[src/arm_regs.vh]
// Register layout and field encodings for the region attribute unit
`ifndef ARM_REGS_VH
`define ARM_REGS_VH
`define ARM_SEL_R0 1'h0
`define ARM_SEL_R1 1'h1
`define ARM_BASE_HI 31
`define ARM_BASE_LO 24
`define ARM_MASK_HI 23
`define ARM_MASK_LO 16
`define ARM_EN_BIT 15
`define ARM_PRIV_HI 14
`define ARM_PRIV_LO 13
`define ARM_CI_BIT 6
`define ARM_BW_BIT 5
`define ARM_WP_BIT 2
`define ARM_WR_MASK 32'hFFFF_E064
`define ARM_RESET_VAL 32'h0000_0000
`define ARM_PRIV_USER 2'h0
`define ARM_PRIV_SUPV 2'h1
`endif

[src/arm_region_match.v]
// One region register compare: address, privilege and enable
`timescale 1ns/1ns
module arm_region_match (
	input wire [31:0] region_reg,
	input wire [7:0] addr_hi,
	input wire supervisor,
	output wire hit
);
`include "arm_regs.vh"
	wire [7:0] base = region_reg[`ARM_BASE_HI:`ARM_BASE_LO];
	wire [7:0] mask = region_reg[`ARM_MASK_HI:`ARM_MASK_LO];
	wire [1:0] priv = region_reg[`ARM_PRIV_HI:`ARM_PRIV_LO];
	// Masked bits drop out of the compare
	wire addr_ok = ((addr_hi ^ base) & ~mask) == 8'h00;
	wire priv_ok = priv[1] ? 1'b1 :
		(priv == `ARM_PRIV_SUPV) ? supervisor : ~supervisor;
	assign hit = region_reg[`ARM_EN_BIT] & addr_ok & priv_ok;
endmodule

[src/arm_attr_unit.v]
// Region attribute unit: two region registers, attribute select, write termination
//
// What this block does
// - Privilege select 00 user only, 01 supervisor only, 1x any mode.
// - Cache inhibit bit 0 cacheable, 1 noncacheable for matching references.
// - Buffered bit 0: local write ends only after external cycle completes.
// - Buffered bit 1: write with ext_ready sets wbuf_busy, but still ends only after external cycle completes.
// - Write access errors are imprecise, buffered ones reported at the same point as unbuffered ones.
// - Write-protected region ends writes with access error; reads proceed.
// - Match when address 31:24 equals base, masked bits ignored.
// - Enable bit per region, cleared by reset; disabled region never matches.
// - Regions checked only for references outside flash and SRAM.
// - No enabled match: use default attributes from cache control register.
`timescale 1ns/1ns
module arm_attr_unit (
	input wire ref_clk,
	input wire rst,
	input wire reg_wr,
	input wire reg_sel,
	input wire [31:0] reg_wdata,
	input wire dbg_sel,
	output reg [31:0] dbg_rdata,
	input wire dflt_cache_inhibit,
	input wire dflt_buffered,
	input wire dflt_write_protect,
	input wire ref_valid,
	input wire [31:0] ref_addr,
	input wire ref_write,
	input wire ref_supervisor,
	input wire ref_onchip,
	output wire ref_ready,
	output reg attr_cache_inhibit,
	output reg attr_buffered,
	output reg attr_write_protect,
	output reg attr_region_hit,
	output wire ext_req,
	input wire ext_ready,
	input wire ext_done,
	input wire ext_error,
	output reg acc_error,
	output reg wbuf_busy
);
`include "arm_regs.vh"
	// States: idle, waiting on external completion, buffered write in flight
	localparam ST_IDLE = 2'h0;
	localparam ST_WAIT = 2'h1;
	localparam ST_BUF = 2'h2;
	reg [31:0] region0_r;
	reg [31:0] region1_r;
	reg [1:0] state_r;
	reg [1:0] state_nxt;
	wire hit0;
	wire hit1;
	reg sel_ci;
	reg sel_bw;
	reg sel_wp;
	reg sel_hit;
	// Write-only from software; reserved bits forced to zero on store
	wire wr0 = reg_wr && (reg_sel == `ARM_SEL_R0);
	wire wr1 = reg_wr && (reg_sel == `ARM_SEL_R1);
	wire [31:0] wr_val = reg_wdata & `ARM_WR_MASK;
	always @(posedge ref_clk) begin
		if (rst) begin
			region0_r <= `ARM_RESET_VAL;
		end else if (wr0) begin
			region0_r <= wr_val;
		end
	end
	always @(posedge ref_clk) begin
		if (rst) begin
			region1_r <= `ARM_RESET_VAL;
		end else if (wr1) begin
			region1_r <= wr_val;
		end
	end
	// Readback for the debug port only; the core cannot read these
	reg [31:0] dbg_nxt;
	always @* begin
		case (dbg_sel)
			`ARM_SEL_R0: begin
				dbg_nxt = region0_r;
			end
			default: begin
				dbg_nxt = region1_r;
			end
		endcase
	end
	always @(posedge ref_clk) begin
		if (rst) begin
			dbg_rdata <= 32'h0000_0000;
		end else begin
			dbg_rdata <= dbg_nxt;
		end
	end
	// Both regions compared in parallel every cycle
	arm_region_match u_match0 (
		.region_reg(region0_r),
		.addr_hi(ref_addr[31:24]),
		.supervisor(ref_supervisor),
		.hit(hit0)
	);
	arm_region_match u_match1 (
		.region_reg(region1_r),
		.addr_hi(ref_addr[31:24]),
		.supervisor(ref_supervisor),
		.hit(hit1)
	);
	// Per-region attribute fields, pulled out once so the priority mux stays flat
	wire r0_ci = region0_r[`ARM_CI_BIT];
	wire r0_bw = region0_r[`ARM_BW_BIT];
	wire r0_wp = region0_r[`ARM_WP_BIT];
	wire r1_ci = region1_r[`ARM_CI_BIT];
	wire r1_bw = region1_r[`ARM_BW_BIT];
	wire r1_wp = region1_r[`ARM_WP_BIT];
	// On-chip references never look at the regions
	wire use0 = !ref_onchip && hit0;
	wire use1 = !ref_onchip && hit1 && !hit0;
	always @* begin
		sel_hit = 1'b0;
		sel_ci = dflt_cache_inhibit;
		sel_bw = dflt_buffered;
		sel_wp = dflt_write_protect;
		case ({use1, use0})
			2'h1: begin
				sel_hit = 1'b1;
				sel_ci = r0_ci;
				sel_bw = r0_bw;
				sel_wp = r0_wp;
			end
			2'h2: begin
				sel_hit = 1'b1;
				sel_ci = r1_ci;
				sel_bw = r1_bw;
				sel_wp = r1_wp;
			end
			default: begin
				sel_hit = 1'b0;
			end
		endcase
	end
	// Attributes registered so the far side sees stable values
	wire take_any = ref_valid && ref_ready;
	always @(posedge ref_clk) begin
		if (rst) begin
			attr_cache_inhibit <= 1'b0;
			attr_buffered <= 1'b0;
			attr_write_protect <= 1'b0;
			attr_region_hit <= 1'b0;
		end else if (take_any) begin
			attr_cache_inhibit <= sel_ci;
			attr_buffered <= sel_bw;
			attr_write_protect <= sel_wp;
			attr_region_hit <= sel_hit;
		end
	end
	wire take = take_any && !ref_onchip;
	// Faulting write: no external cycle, error flag next cycle
	wire wp_fault = take && ref_write && sel_wp;
	wire start_ext = take && !wp_fault;
	// One outstanding external cycle; new references stall meanwhile
	assign ref_ready = (state_r == ST_IDLE);
	assign ext_req = start_ext;
	always @* begin
		state_nxt = state_r;
		case (state_r)
			ST_IDLE: begin
				if (start_ext && !ext_ready) begin
					state_nxt = ST_WAIT;
				end else if (start_ext && ref_write && sel_bw) begin
					state_nxt = ST_BUF;
				end else if (start_ext && ref_write) begin
					state_nxt = ST_WAIT;
				end else if (start_ext) begin
					// Reads wait too, keeping a single outstanding external cycle
					state_nxt = ST_WAIT;
				end
			end
			ST_WAIT: begin
				if (ext_done) begin
					state_nxt = ST_IDLE;
				end
			end
			ST_BUF: begin
				if (ext_done) begin
					state_nxt = ST_IDLE;
				end
			end
			default: begin
				state_nxt = ST_IDLE;
			end
		endcase
	end
	always @(posedge ref_clk) begin
		if (rst) begin
			state_r <= ST_IDLE;
		end else begin
			state_r <= state_nxt;
		end
	end
	// Errors on writes are reported imprecisely: one cycle after cause, never tied to the
	// instruction; external ones only when the cycle finishes, whether buffered or not
	wire ext_fault = ext_done && ext_error && (state_r != ST_IDLE);
	wire err_nxt = wp_fault || ext_fault;
	wire busy_nxt = (state_nxt == ST_BUF);
	always @(posedge ref_clk) begin
		if (rst) begin
			acc_error <= 1'b0;
		end else begin
			acc_error <= err_nxt;
		end
	end
	always @(posedge ref_clk) begin
		if (rst) begin
			wbuf_busy <= 1'b0;
		end else begin
			wbuf_busy <= busy_nxt;
		end
	end
endmodule

[config.mk]
export PLATFORM = sky130hd
export DESIGN_NAME = arm_attr_unit
export DESIGN_NICKNAME = d
export VERILOG_FILES = /design/src/arm_region_match.v /design/src/arm_attr_unit.v
export VERILOG_INCLUDE_DIRS = /design/src /design/src/src
export SDC_FILE = /design/constraint.sdc
export NUM_CORES = 1
export LEC_CHECK = 0
export BUFFER_PORTS_ARGS = -buffer_cell sky130_fd_sc_hd__clkbuf_2
export CAP_MARGIN = 40
export CORE_MARGIN = 3
export CORE_UTILIZATION = 53
export CTS_BUF_LIST = sky130_fd_sc_hd__clkbuf_2 sky130_fd_sc_hd__clkbuf_4 sky130_fd_sc_hd__clkbuf_8
export CTS_CLUSTER_SIZE = 40
export DETAILED_ROUTE_END_ITERATION = 6
export GPL_ROUTABILITY_DRIVEN = 0
export PLACE_DENSITY = 0.86
export RECOVER_POWER = 25
export SYNTH_ARGS = -nofsm -noshare
export SYNTH_HDL_FRONTEND = slang
export SYNTH_SLANG_ARGS = --single-unit
[constraint.sdc]
create_clock -name ref_clk -period 6.4 [get_ports ref_clk]
set_clock_uncertainty 0.15 [all_clocks]
set_input_delay 0.96 -clock ref_clk [delete_from_list [all_inputs] [get_ports ref_clk]]
set_output_delay 0.96 -clock ref_clk [all_outputs]
set_load 0.01 [all_outputs]
Word level (Yosys, flattened, before mapping)
Cells that the tools add are included.
{"block": "op_classes", "n_mux": 15, "mul": 0, "bitwise": 12, "shift": 0, "reduce_logical": 26, "magnitude_cmp": 0, "addsub": 0, "eq_ne": 7, "div": 0}
{"op": "$mux W32", "count": 1}
{"op": "$and A8 B8 Y8", "count": 2}
{"op": "$logic_not A8 Y1", "count": 2}
{"op": "$not A8 Y8", "count": 2}
{"op": "$xor A8 B8 Y8", "count": 2}
{"op": "$logic_and A1 B1 Y1", "count": 15}
{"op": "$mux W2", "count": 5}
{"op": "$eq A2 B1 Y1 const B", "count": 4}
{"op": "$eq A2 B2 Y1 const B", "count": 3}
{"op": "$pmux W1 S2", "count": 3}
{"op": "$mux W1", "count": 5}
{"op": "$and A1 B1 Y1", "count": 4}
{"op": "$logic_not A1 Y1", "count": 4}
{"op": "$pmux W2 S2", "count": 1}
{"op": "$reduce_or A2 Y1", "count": 2}
{"op": "$logic_not A2 Y1", "count": 1}
{"op": "$not A1 Y1", "count": 2}
{"op": "$reduce_bool A2 Y1", "count": 1}
{"op": "$logic_or A1 B1 Y1", "count": 1}
{"block": "totals", "ramBits": 0, "latch_bits": 0, "word_cells": 70, "memories": 0, "input_bits": 79, "mem_bits_ro": 0, "out_inout_bits": 40, "reg_bits": 84}

Depth between registers and ports, before layout
Gate-level depths: netlist of run 1.
{"block": "logic_depth", "depth_word": 18, "depth_mapped": 9, "ltp_nobuf": 8}

By module
Synthesis of run 1 repeated with hierarchy kept, for this count alone.
{"block": "unflattened", "cells_unflattened": 373, "area_unflattened_um2": 3165.5}
{"module": "arm_attr_unit", "cells_each": 341, "seq_area_each_um2": 1481.4, "n_inst": 1, "area_each_um2": 2915.3}
{"module": "arm_region_match", "cells_each": 16, "seq_area_each_um2": 0.0, "n_inst": 2, "area_each_um2": 125.1}

Least setup slack after synthesis of run 1
No wires, ideal clock.
{"block": "synth_path", "kind": "input port to output port", "start": "in ref_addr[26]", "end": "out ext_req", "required_time_ns": 5.290, "stages": 6, "t_arrival_ns": 2.564, "slack_ns": 2.726, "cell_sequence": "xnor2_1 -> o22ai_1 -> or4_4 -> o211a_4 -> a211o_1 -> a21oi_1"}
{"block": "synth_between", "elab_chain_cells": 12, "word_cells_on_any_way": 20}
{"item": "start, declared", "line_no": "arm_attr_unit.v:27", "source": "input wire [31:0] ref_addr,"}
{"item": "$xor A8 B8 Y8", "line_no": "arm_region_match.v:14", "source": "wire addr_ok = ((addr_hi ^ base) & ~mask) == 8'h00;"}
{"item": "$and A8 B8 Y8", "line_no": "arm_region_match.v:14"}
{"item": "$logic_not A8 Y1", "line_no": "arm_region_match.v:14"}
{"item": "$and A1 B1 Y1 (2 in a row)", "line_no": "arm_region_match.v:17", "source": "assign hit = region_reg[`ARM_EN_BIT] & addr_ok & priv_ok;"}
{"item": "$logic_and A1 B1 Y1 or $logic_not A1 Y1 (tied branches)", "line_no": "arm_attr_unit.v:117", "source": "wire use1 = !ref_onchip && hit1 && !hit0;"}
{"item": "$logic_and A1 B1 Y1", "line_no": "arm_attr_unit.v:117"}
{"item": "$eq A2 B2 Y1 or $eq A2 B1 Y1 (tied branches)", "line_no": "arm_attr_unit.v:123", "source": "case ({use1, use0})"}
{"item": "$pmux W1 S2 (*)", "line_no": "arm_attr_unit.v:123"}
{"item": "$logic_and A1 B1 Y1 (*)", "line_no": "arm_attr_unit.v:158", "source": "wire wp_fault = take && ref_write && sel_wp;"}
{"item": "$logic_not A1 Y1 (*)", "line_no": "arm_attr_unit.v:159", "source": "wire start_ext = take && !wp_fault;"}
{"item": "$logic_and A1 B1 Y1 (*)", "line_no": "arm_attr_unit.v:159"}
{"item": "end, declared", "line_no": "arm_attr_unit.v:36", "source": "output wire ext_req,"}
Every way passes the cells marked *; elsewhere a longest branch is shown, timed or not.

Worst setup path after layout of run 1
Same ends and word-level chain as after synthesis.

==> results.sh, run 1 <==
export IMPL_outcome="finished with violations"
export IMPL_violations="max-capacitance violations, max-slew violations"
export IMPL_dr_pass1_iters=4
export IMPL_critPathMaxStageDelay_ps=570
export IMPL_start_util_pct=55.4
export IMPL_syn_to_final_growth_pct=18.5
export IMPL_slew_headroom_pct=-105
export IMPL_viasPerCell=5.40
export IMPL_ctsResizeCount=0
export IMPL_finalInstanceArea_sq_um=3660
export IMPL_worst_pin_slew_ps=3080
export IMPL_grt_pass1_vias=2566
export IMPL_antenna_cells=0
export IMPL_grt_max_degree=75
export IMPL_io_pins=119
export IMPL_clock_tree_root_cell="clkbuf_8"
export IMPL_nets=517
export IMPL_reg2reg_slack_ps=3580
export IMPL_track_usage_pct=22.7
export IMPL_critical_path_endpoint_type="output port"
export IMPL_timing_max_cap_violations=1
export IMPL_critPathCapture="ext_req"
export IMPL_leakage_nw=1.54
export IMPL_clk_latency_ps=340
export IMPL_die_h_microns=82.3
export IMPL_n_fill_cell=489
export IMPL_layout_common_cells="nand2_1, dfxtp_1, clkbuf_2"
export IMPL_worstPathCellList="clkbuf_2 > xnor2_1 > o22ai_1 > or4_4 > o211a_4 > a211o_1 > a21oi_1 > clkbuf_2"
export IMPL_dpl_cell_area_sq_um=3470
export IMPL_final_common_cell="nand2_1"
export IMPL_synth_xor_area_share_pct=5.11
export IMPL_path_max_fanout=5
export IMPL_dp_hpwl_microns=5110
export IMPL_setup_tns_final_ps=0
export IMPL_synth_distinct_cells=34
export IMPL_cts_max_level=3
export IMPL_holdWs_ps=322
export IMPL_worstReg2RegEnd="state_r[1]$_SDFF_PP0_"
export IMPL_intPower_mw=0.718
export IMPL_holdBufCountCts=0
export IMPL_startpoint_type="input port"
export IMPL_synthMuxAreaShare_pct=7.13
export IMPL_fin_crit_sh_pct=63.3
export IMPL_synth_top_family_by_area="simple AND/OR/NAND/NOR gates"
export IMPL_yosysSeqAreaShare_pct=48.0
export IMPL_rr_worst_depth=8
export IMPL_drtIter0Drc=266
export IMPL_hp_class="reg2reg"
export IMPL_synth_area_sq_um=3090
export IMPL_avgSynthCellArea_sq_um=8.39
export IMPL_timing_rr_start="region0_r[26]$_SDFFE_PP0P_"
export IMPL_cp_startpoint="ref_addr[26]"
export IMPL_pwr_share_comb_pct=12.6
export IMPL_cts_tree="done"
export IMPL_crit_type="in2out"
export IMPL_yosys_warnings=0
export IMPL_p_per_area_nw_per_um2=263
export IMPL_final_min_clock_period_ps=4050
export IMPL_dr_total_vias=2765
export IMPL_setup_violations=0
export IMPL_irDropWorstVdd_mv=0.155
export IMPL_core_area_sq_um=5570
export IMPL_synth_seq_cells=74
export IMPL_remaining_drc_errors=0
export IMPL_clkSinkCount=74
export IMPL_die_area_sq_um=6780
export IMPL_clkPwrFrac_pct=35.9
export IMPL_wl_per_cell_microns=14.4
export IMPL_synth_cells=368
export IMPL_final_core_util_pct=65.6
export IMPL_slew_violations=75
export IMPL_post_cts_setup_buffer_count=0
export IMPL_synth_simple_area_share_pct=18.4
export IMPL_grt_overflow=0
export IMPL_p_sw_mw=0.246
export IMPL_cp_common_cell="clkbuf_2"
export IMPL_io_buffers=74
export IMPL_slowest_stage="or4_4"
export IMPL_postRouteAntennaNets=0
export IMPL_drive_gt1_share_pct=21.8
export IMPL_grt_pass1_wl_microns=11700
export IMPL_sequentialPowerShare_pct=51.5
export IMPL_die_width_microns=82.3
export IMPL_synth_compound_area_share_pct=15.1
export IMPL_critPathArrivalTime_ps=2940
export IMPL_hold_viol_final=0
export IMPL_clk_pin_slew_ps=70
export IMPL_p_sw_share_pct=25.5
export IMPL_synthAdderAreaFrac_pct=0.811
export IMPL_rsz0062_at_grt="false"
export IMPL_required_ps=5290
export IMPL_clk_path_buf_depth=2
export IMPL_rows=27
export IMPL_wl_microns=7360
export IMPL_fmax_mhz=247
export IMPL_cts_buffers=9
export IMPL_antenna_found_initial=0
power groups by stage:
stage	clock [mW]	combinational, mW	sequential [mW]
CTS	0.350	0.121	0.496
floorplan	0	0.0779	0.507
finish	0.346	0.121	0.496
global route	0.372	0.135	0.498
detailed placement	0	0.120	0.506
global placement	0	0.116	0.505
synthesized netlist by cell type, drive strengths merged:
cell type | n | area share, %
nand2 | 90 | 11
dfxtp | 74 | 48
a21oi | 49 | 7.9
nor2 | 34 | 4.1
mux2i | 22 | 7.1
xnor2 | 18 | 5.1
clkbuf | 17 | 2.1
buf | 13 | 2.8
o22ai | 9 | 1.8
a211oi | 6 | 1.6
inv | 4 | 0.49
nor2b | 4 | 0.81
a222oi | 2 | 0.65
a31oi | 2 | 0.41
and2 | 2 | 0.41
ha | 2 | 0.81
nand2b | 2 | 0.41
nand3 | 2 | 0.32
nor3 | 2 | 0.32
o211ai | 2 | 0.49
o21ai | 2 | 0.32
a2111oi | 1 | 0.49
a211o | 1 | 0.28
a221oi | 1 | 0.28
a22oi | 1 | 0.24
and3 | 1 | 0.20
conb | 1 | 0.12
nor3b | 1 | 0.24
nor4 | 1 | 0.20
o211a | 1 | 0.57
or4 | 1 | 0.36
logic make-up (layout without fill, tap and decap cells):
group	Yosys count	in the layout
simple gates	140	140
compound gates	77	77
flops	74	74
buf+inv	34	97
mux	22	22
xor+xnor	18	18
fa+ha+maj	2	2
other cells	1	10
critical path, delay by kind of cell:
kind            cells  cell delay [ps]
buf+inv             2              260
compound gates      4              970
xor+xnor            1              190
simple gates        1              570
sequential cells by signal (all words and copies together) (netlist names):
signal	cells
attr_write_protect	1
attr_region_hit	1
attr_cache_inhibit	1
dbg_rdata	22
state_r	2
attr_buffered	1
wbuf_busy	1
acc_error	1
region0_r	22
region1_r	22
metal layers:
layer  vias up  GRT usage (%)  part of all wire (%)  wire (microns)
met5         -              0                     0               0
met4         0           10.1                   2.8             204
met3        20           6.29                   6.9             509
met2       121           37.7                    50            3680
met1      1274           27.3                    40            2970
li1       1350              -                     -               -
worst min-delay path by stage:
stage / from / to / depth (start not counted)
floorplan: region0_r[2]$_SDFFE_PP0P_ / region0_r[2]$_SDFFE_PP0P_ / 2
finish: region1_r[14]$_SDFFE_PP0P_ / region1_r[14]$_SDFFE_PP0P_ / 2
global placement: region0_r[15]$_SDFFE_PP0P_ / region0_r[15]$_SDFFE_PP0P_ / 2
global route: region1_r[19]$_SDFFE_PP0P_ / region1_r[19]$_SDFFE_PP0P_ / 2
CTS: region0_r[5]$_SDFFE_PP0P_ / region0_r[5]$_SDFFE_PP0P_ / 2
detailed placement: region0_r[5]$_SDFFE_PP0P_ / region0_r[5]$_SDFFE_PP0P_ / 2
per-stage QoR:
step                      power, mW  setup slack [ps]  cells
after CTS                     0.967              2350    512
after detailed placement      0.626              2350    497
after floorplan               0.584              2730    377
after global placement        0.620              2400    496
final                         0.964              2350    512
after global routing           1.00              2250    512
area by class of cell:
cell class              instances  area, sq um  share of cell area [%]
well taps                      72         90.1                    2.46
multi-input cells             269         1470                    40.3
clock inverters                 1         7.51                   0.205
repair buffers                 78          404                    11.0
flip-flops and latches         74         1480                    40.5
inverters                       4         15.0                   0.410
clock buffers                  14          186                    5.10
No activity file was read; power rests on OpenSTA's default activity.
==> run 2, diff against run 1 <==
- ABC_AREA: unset -> 1
- CORE_UTILIZATION: 53 -> 51
- PLACE_DENSITY: 0.86 -> 0.82
- clock period: 6.4 -> 3.8 ns (I/O delays scaled with it)
==> run 2 against run 1 <==
  * The run still ends with max-capacitance violations, max-slew violations left
  * Area after synthesis up 3.0%
  * Global-route usage shrank 2.5 points
  * Core utilization fell by 2.6 points
  * Sequential cell count is the same
  * Via count is 6.5% higher
  * Non-clock buffer count unchanged
  * Clock power grew 91%
  * Worst hold slack better by 1.2 ps
  * Critical endpoint is now attr_cache_inhibit$_SDFFE_PP0P_
  * Largest cell class unchanged
==> results.sh, run 2 <==
export IMPL_clk_path_buf_depth=2
export IMPL_dr_pass1_iters=4
export IMPL_async_flop_share_pct=0
export IMPL_grt_pass1_vias=2681
export IMPL_yosysSeqAreaShare_pct=46.6
export IMPL_clk_pin_slew_ps=80
export IMPL_clock_tree_root_cell="clkbuf_8"
export IMPL_p_sw_share_pct=26.6
export IMPL_slew_headroom_pct=-43.2
export IMPL_grt_max_degree=69
export IMPL_slew_violations=69
export IMPL_viasPerCell=4.94
export IMPL_wl_microns=7050
export IMPL_die_area_sq_um=7220
export IMPL_grt_overflow=0
export IMPL_hp_class="in2reg"
export IMPL_track_usage_pct=20.2
export IMPL_dp_hpwl_microns=4990
export IMPL_path_buf_inv=3
export IMPL_io_pins=119
export IMPL_reg_largest_list="dbg_rdata x22, region0_r x22, region1_r x22"
export IMPL_cts_max_level=3
export IMPL_synth_area_leaders="dfxtp_1, o21ai_0, nor2_1, nand2_1, a21oi_1"
export IMPL_cp_common_cell="clkbuf_1"
export IMPL_worstPathCellList="clkbuf_1 > inv_1 > clkbuf_1 > o21ai_0 > a31oi_1"
export IMPL_postRouteAntennaNets=0
export IMPL_fin_crit_sh_pct=72.5
export IMPL_ctsResizeCount=0
export IMPL_setup_slack_ps=1040
export IMPL_placed_cells=580
export IMPL_timing_max_cap_violations=1
export IMPL_holdBufCountCts=0
export IMPL_post_cts_setup_buffer_count=0
export IMPL_violations="max-capacitance violations, max-slew violations"
export IMPL_clkPwrFrac_pct=37.6
export IMPL_synth_seq_cells=74
export IMPL_clkSinkCount=74
export IMPL_power_mw=1.75
export IMPL_antenna_found_initial=0
export IMPL_die_width_microns=85.0
export IMPL_reg2reg_slack_ps=1820
export IMPL_fmax_mhz=363
export IMPL_final_min_clock_period_ps=2760
export IMPL_cts_buffers=9
export IMPL_synth_largest_area_cell="dfxtp_1"
export IMPL_antenna_cells=0
export IMPL_synth_common_cells="dfxtp_1, nor2_1, o21ai_0, nand2_1, inv_1"
export IMPL_start_util_pct=53.1
export IMPL_n_fill_cell=542
export IMPL_syn_to_final_growth_pct=18.8
export IMPL_clk_latency_ps=340
export IMPL_synth_cells=447
export IMPL_cp_top_family="buffers and inverters"
export IMPL_critPathArrivalTime_ps=2860
export IMPL_finalInstanceArea_sq_um=3780
export IMPL_irDropWorstVdd_mv=0.302
export IMPL_io_buffers=74
export IMPL_final_cells=596
export IMPL_slowest_stage="clkbuf_1"
export IMPL_yosys_warnings=0
export IMPL_synth_area_sq_um=3180
export IMPL_pwr_share_comb_pct=13.7
export IMPL_layout_common_cells="nor2_1, dfxtp_1, o21ai_0"
export IMPL_intPower_mw=1.29
export IMPL_critical_path_endpoint_type="flop"
export IMPL_crit_type="in2reg"
export IMPL_startpoint_type="input port"
export IMPL_required_ps=3910
export IMPL_synth_distinct_cells=23
export IMPL_synth_top_area_share_pct=46.6
export IMPL_drive_gt1_share_pct=17.7
export IMPL_critPathMaxStageDelay_ps=1520
export IMPL_nets=597
export IMPL_p_sw_mw=0.467
export IMPL_remaining_drc_errors=0
export IMPL_hold_viol_final=0
export IMPL_outcome="finished with violations"
export IMPL_rsz0062_at_grt="false"
export IMPL_dpl_cell_area_sq_um=3580
export IMPL_avgSynthCellArea_sq_um=7.12
export IMPL_drtIter0Drc=173
export IMPL_sequentialPowerShare_pct=48.7
export IMPL_setup_violations=0
export IMPL_post_place_ws_ps=1240
export IMPL_leakage_nw=1.81
export IMPL_path_max_fanout=68
export IMPL_dr_total_vias=2944
export IMPL_wl_per_cell_microns=11.8
export IMPL_die_h_microns=85.0
export IMPL_synthFlopType="dfxtp_1"
export IMPL_synth_edf_count=0
export IMPL_rows=28
export IMPL_worst_pin_slew_ps=2150
export IMPL_p_per_area_nw_per_um2=465
export IMPL_setup_tns_final_ps=0
export IMPL_grt_pass1_wl_microns=11900
export IMPL_core_area_sq_um=5990
export IMPL_cts_tree="done"
run 2: cell count changes in the layout (fill, tap and decap cells not counted), sizes merged, moves of 5 or more:
cell    before  now
a211oi       6    0
nand3        2   16
xnor2       18    0
mux2i       22    0
nand3b       0    8
o22ai        9    0
nand2       90   68
clkbuf      89   84
o21ai        2   70
nor2        34   79
inv          4   52
a21oi       49   43
run 2: power by group through the flow:
stage	registers (mW)	logic [mW]	clock network, mW
floorplan	0.877	0.153	0
global placement	0.870	0.232	0
detailed placement	0.872	0.240	0
CTS	0.854	0.242	0.675
global route	0.860	0.277	0.708
finish	0.855	0.240	0.660
run 2: final timing paths:
check / endpoint / from / cells past startpoint
setup / recovery: attr_cache_inhibit$_SDFFE_PP0P_ / rst / 5
setup reg to reg: state_r[1]$_SDFF_PP0_ / region0_r[29]$_SDFFE_PP0P_ / 17
hold / removal: region0_r[22]$_SDFFE_PP0P_ / reg_wdata[22] / 3
hold reg to reg: region1_r[16]$_SDFFE_PP0P_ / region1_r[16]$_SDFFE_PP0P_ / 2
run 2: per-layer routing:
metal / wire (microns) / share of wire [%] / up-vias / global-route usage, %
li1: - / - / 1542 / -
met1: 3160 / 45 / 1301 / 25.8
met2: 3400 / 48 / 89 / 33.3
met3: 385 / 5.5 / 12 / 3.40
met4: 114 / 1.6 / 0 / 9.50
met5: 0 / 0 / - / 0
run 2: cell type report:
cell class / count / area [sq um] / area share (%)
Clock inverter: 7 / 93.8 / 2.48
Multi-Input combinational cell: 301 / 1390 / 36.8
Clock buffer: 9 / 124 / 3.28
Sequential cell: 74 / 1480 / 39.2
Timing Repair Buffer: 78 / 398 / 10.5
Tap cell: 75 / 93.8 / 2.48
Inverter: 52 / 195 / 5.17
run 2: worst min-delay path, delay by kind of cell:
family | cells | cell delay [ps]
buf+inv | 1 | 90
simple gates | 2 | 120
run 2: logic make-up (layout without fill, tap and decap cells):
kind of cell             Yosys count  count (layout)  share of synthesized area, %
AO/OA/AOI/OAI                    116             116                          18.5
flip-flops                        74              74                          46.6
buffers and inverters             81             146                          10.7
adder cells (fa/ha/maj)            2               2                         0.787
AND/OR/NAND/NOR                  173             173                          23.3
other                              1              10                         0.118
run 2: per-stage QoR:
stage                     util (%)  hold slack (ps)
after CTS                     63.4              303
after floorplan                  -              300
final                         63.1              323
after detailed placement      59.8              323
after global routing          63.1              311
after global placement        59.3              315
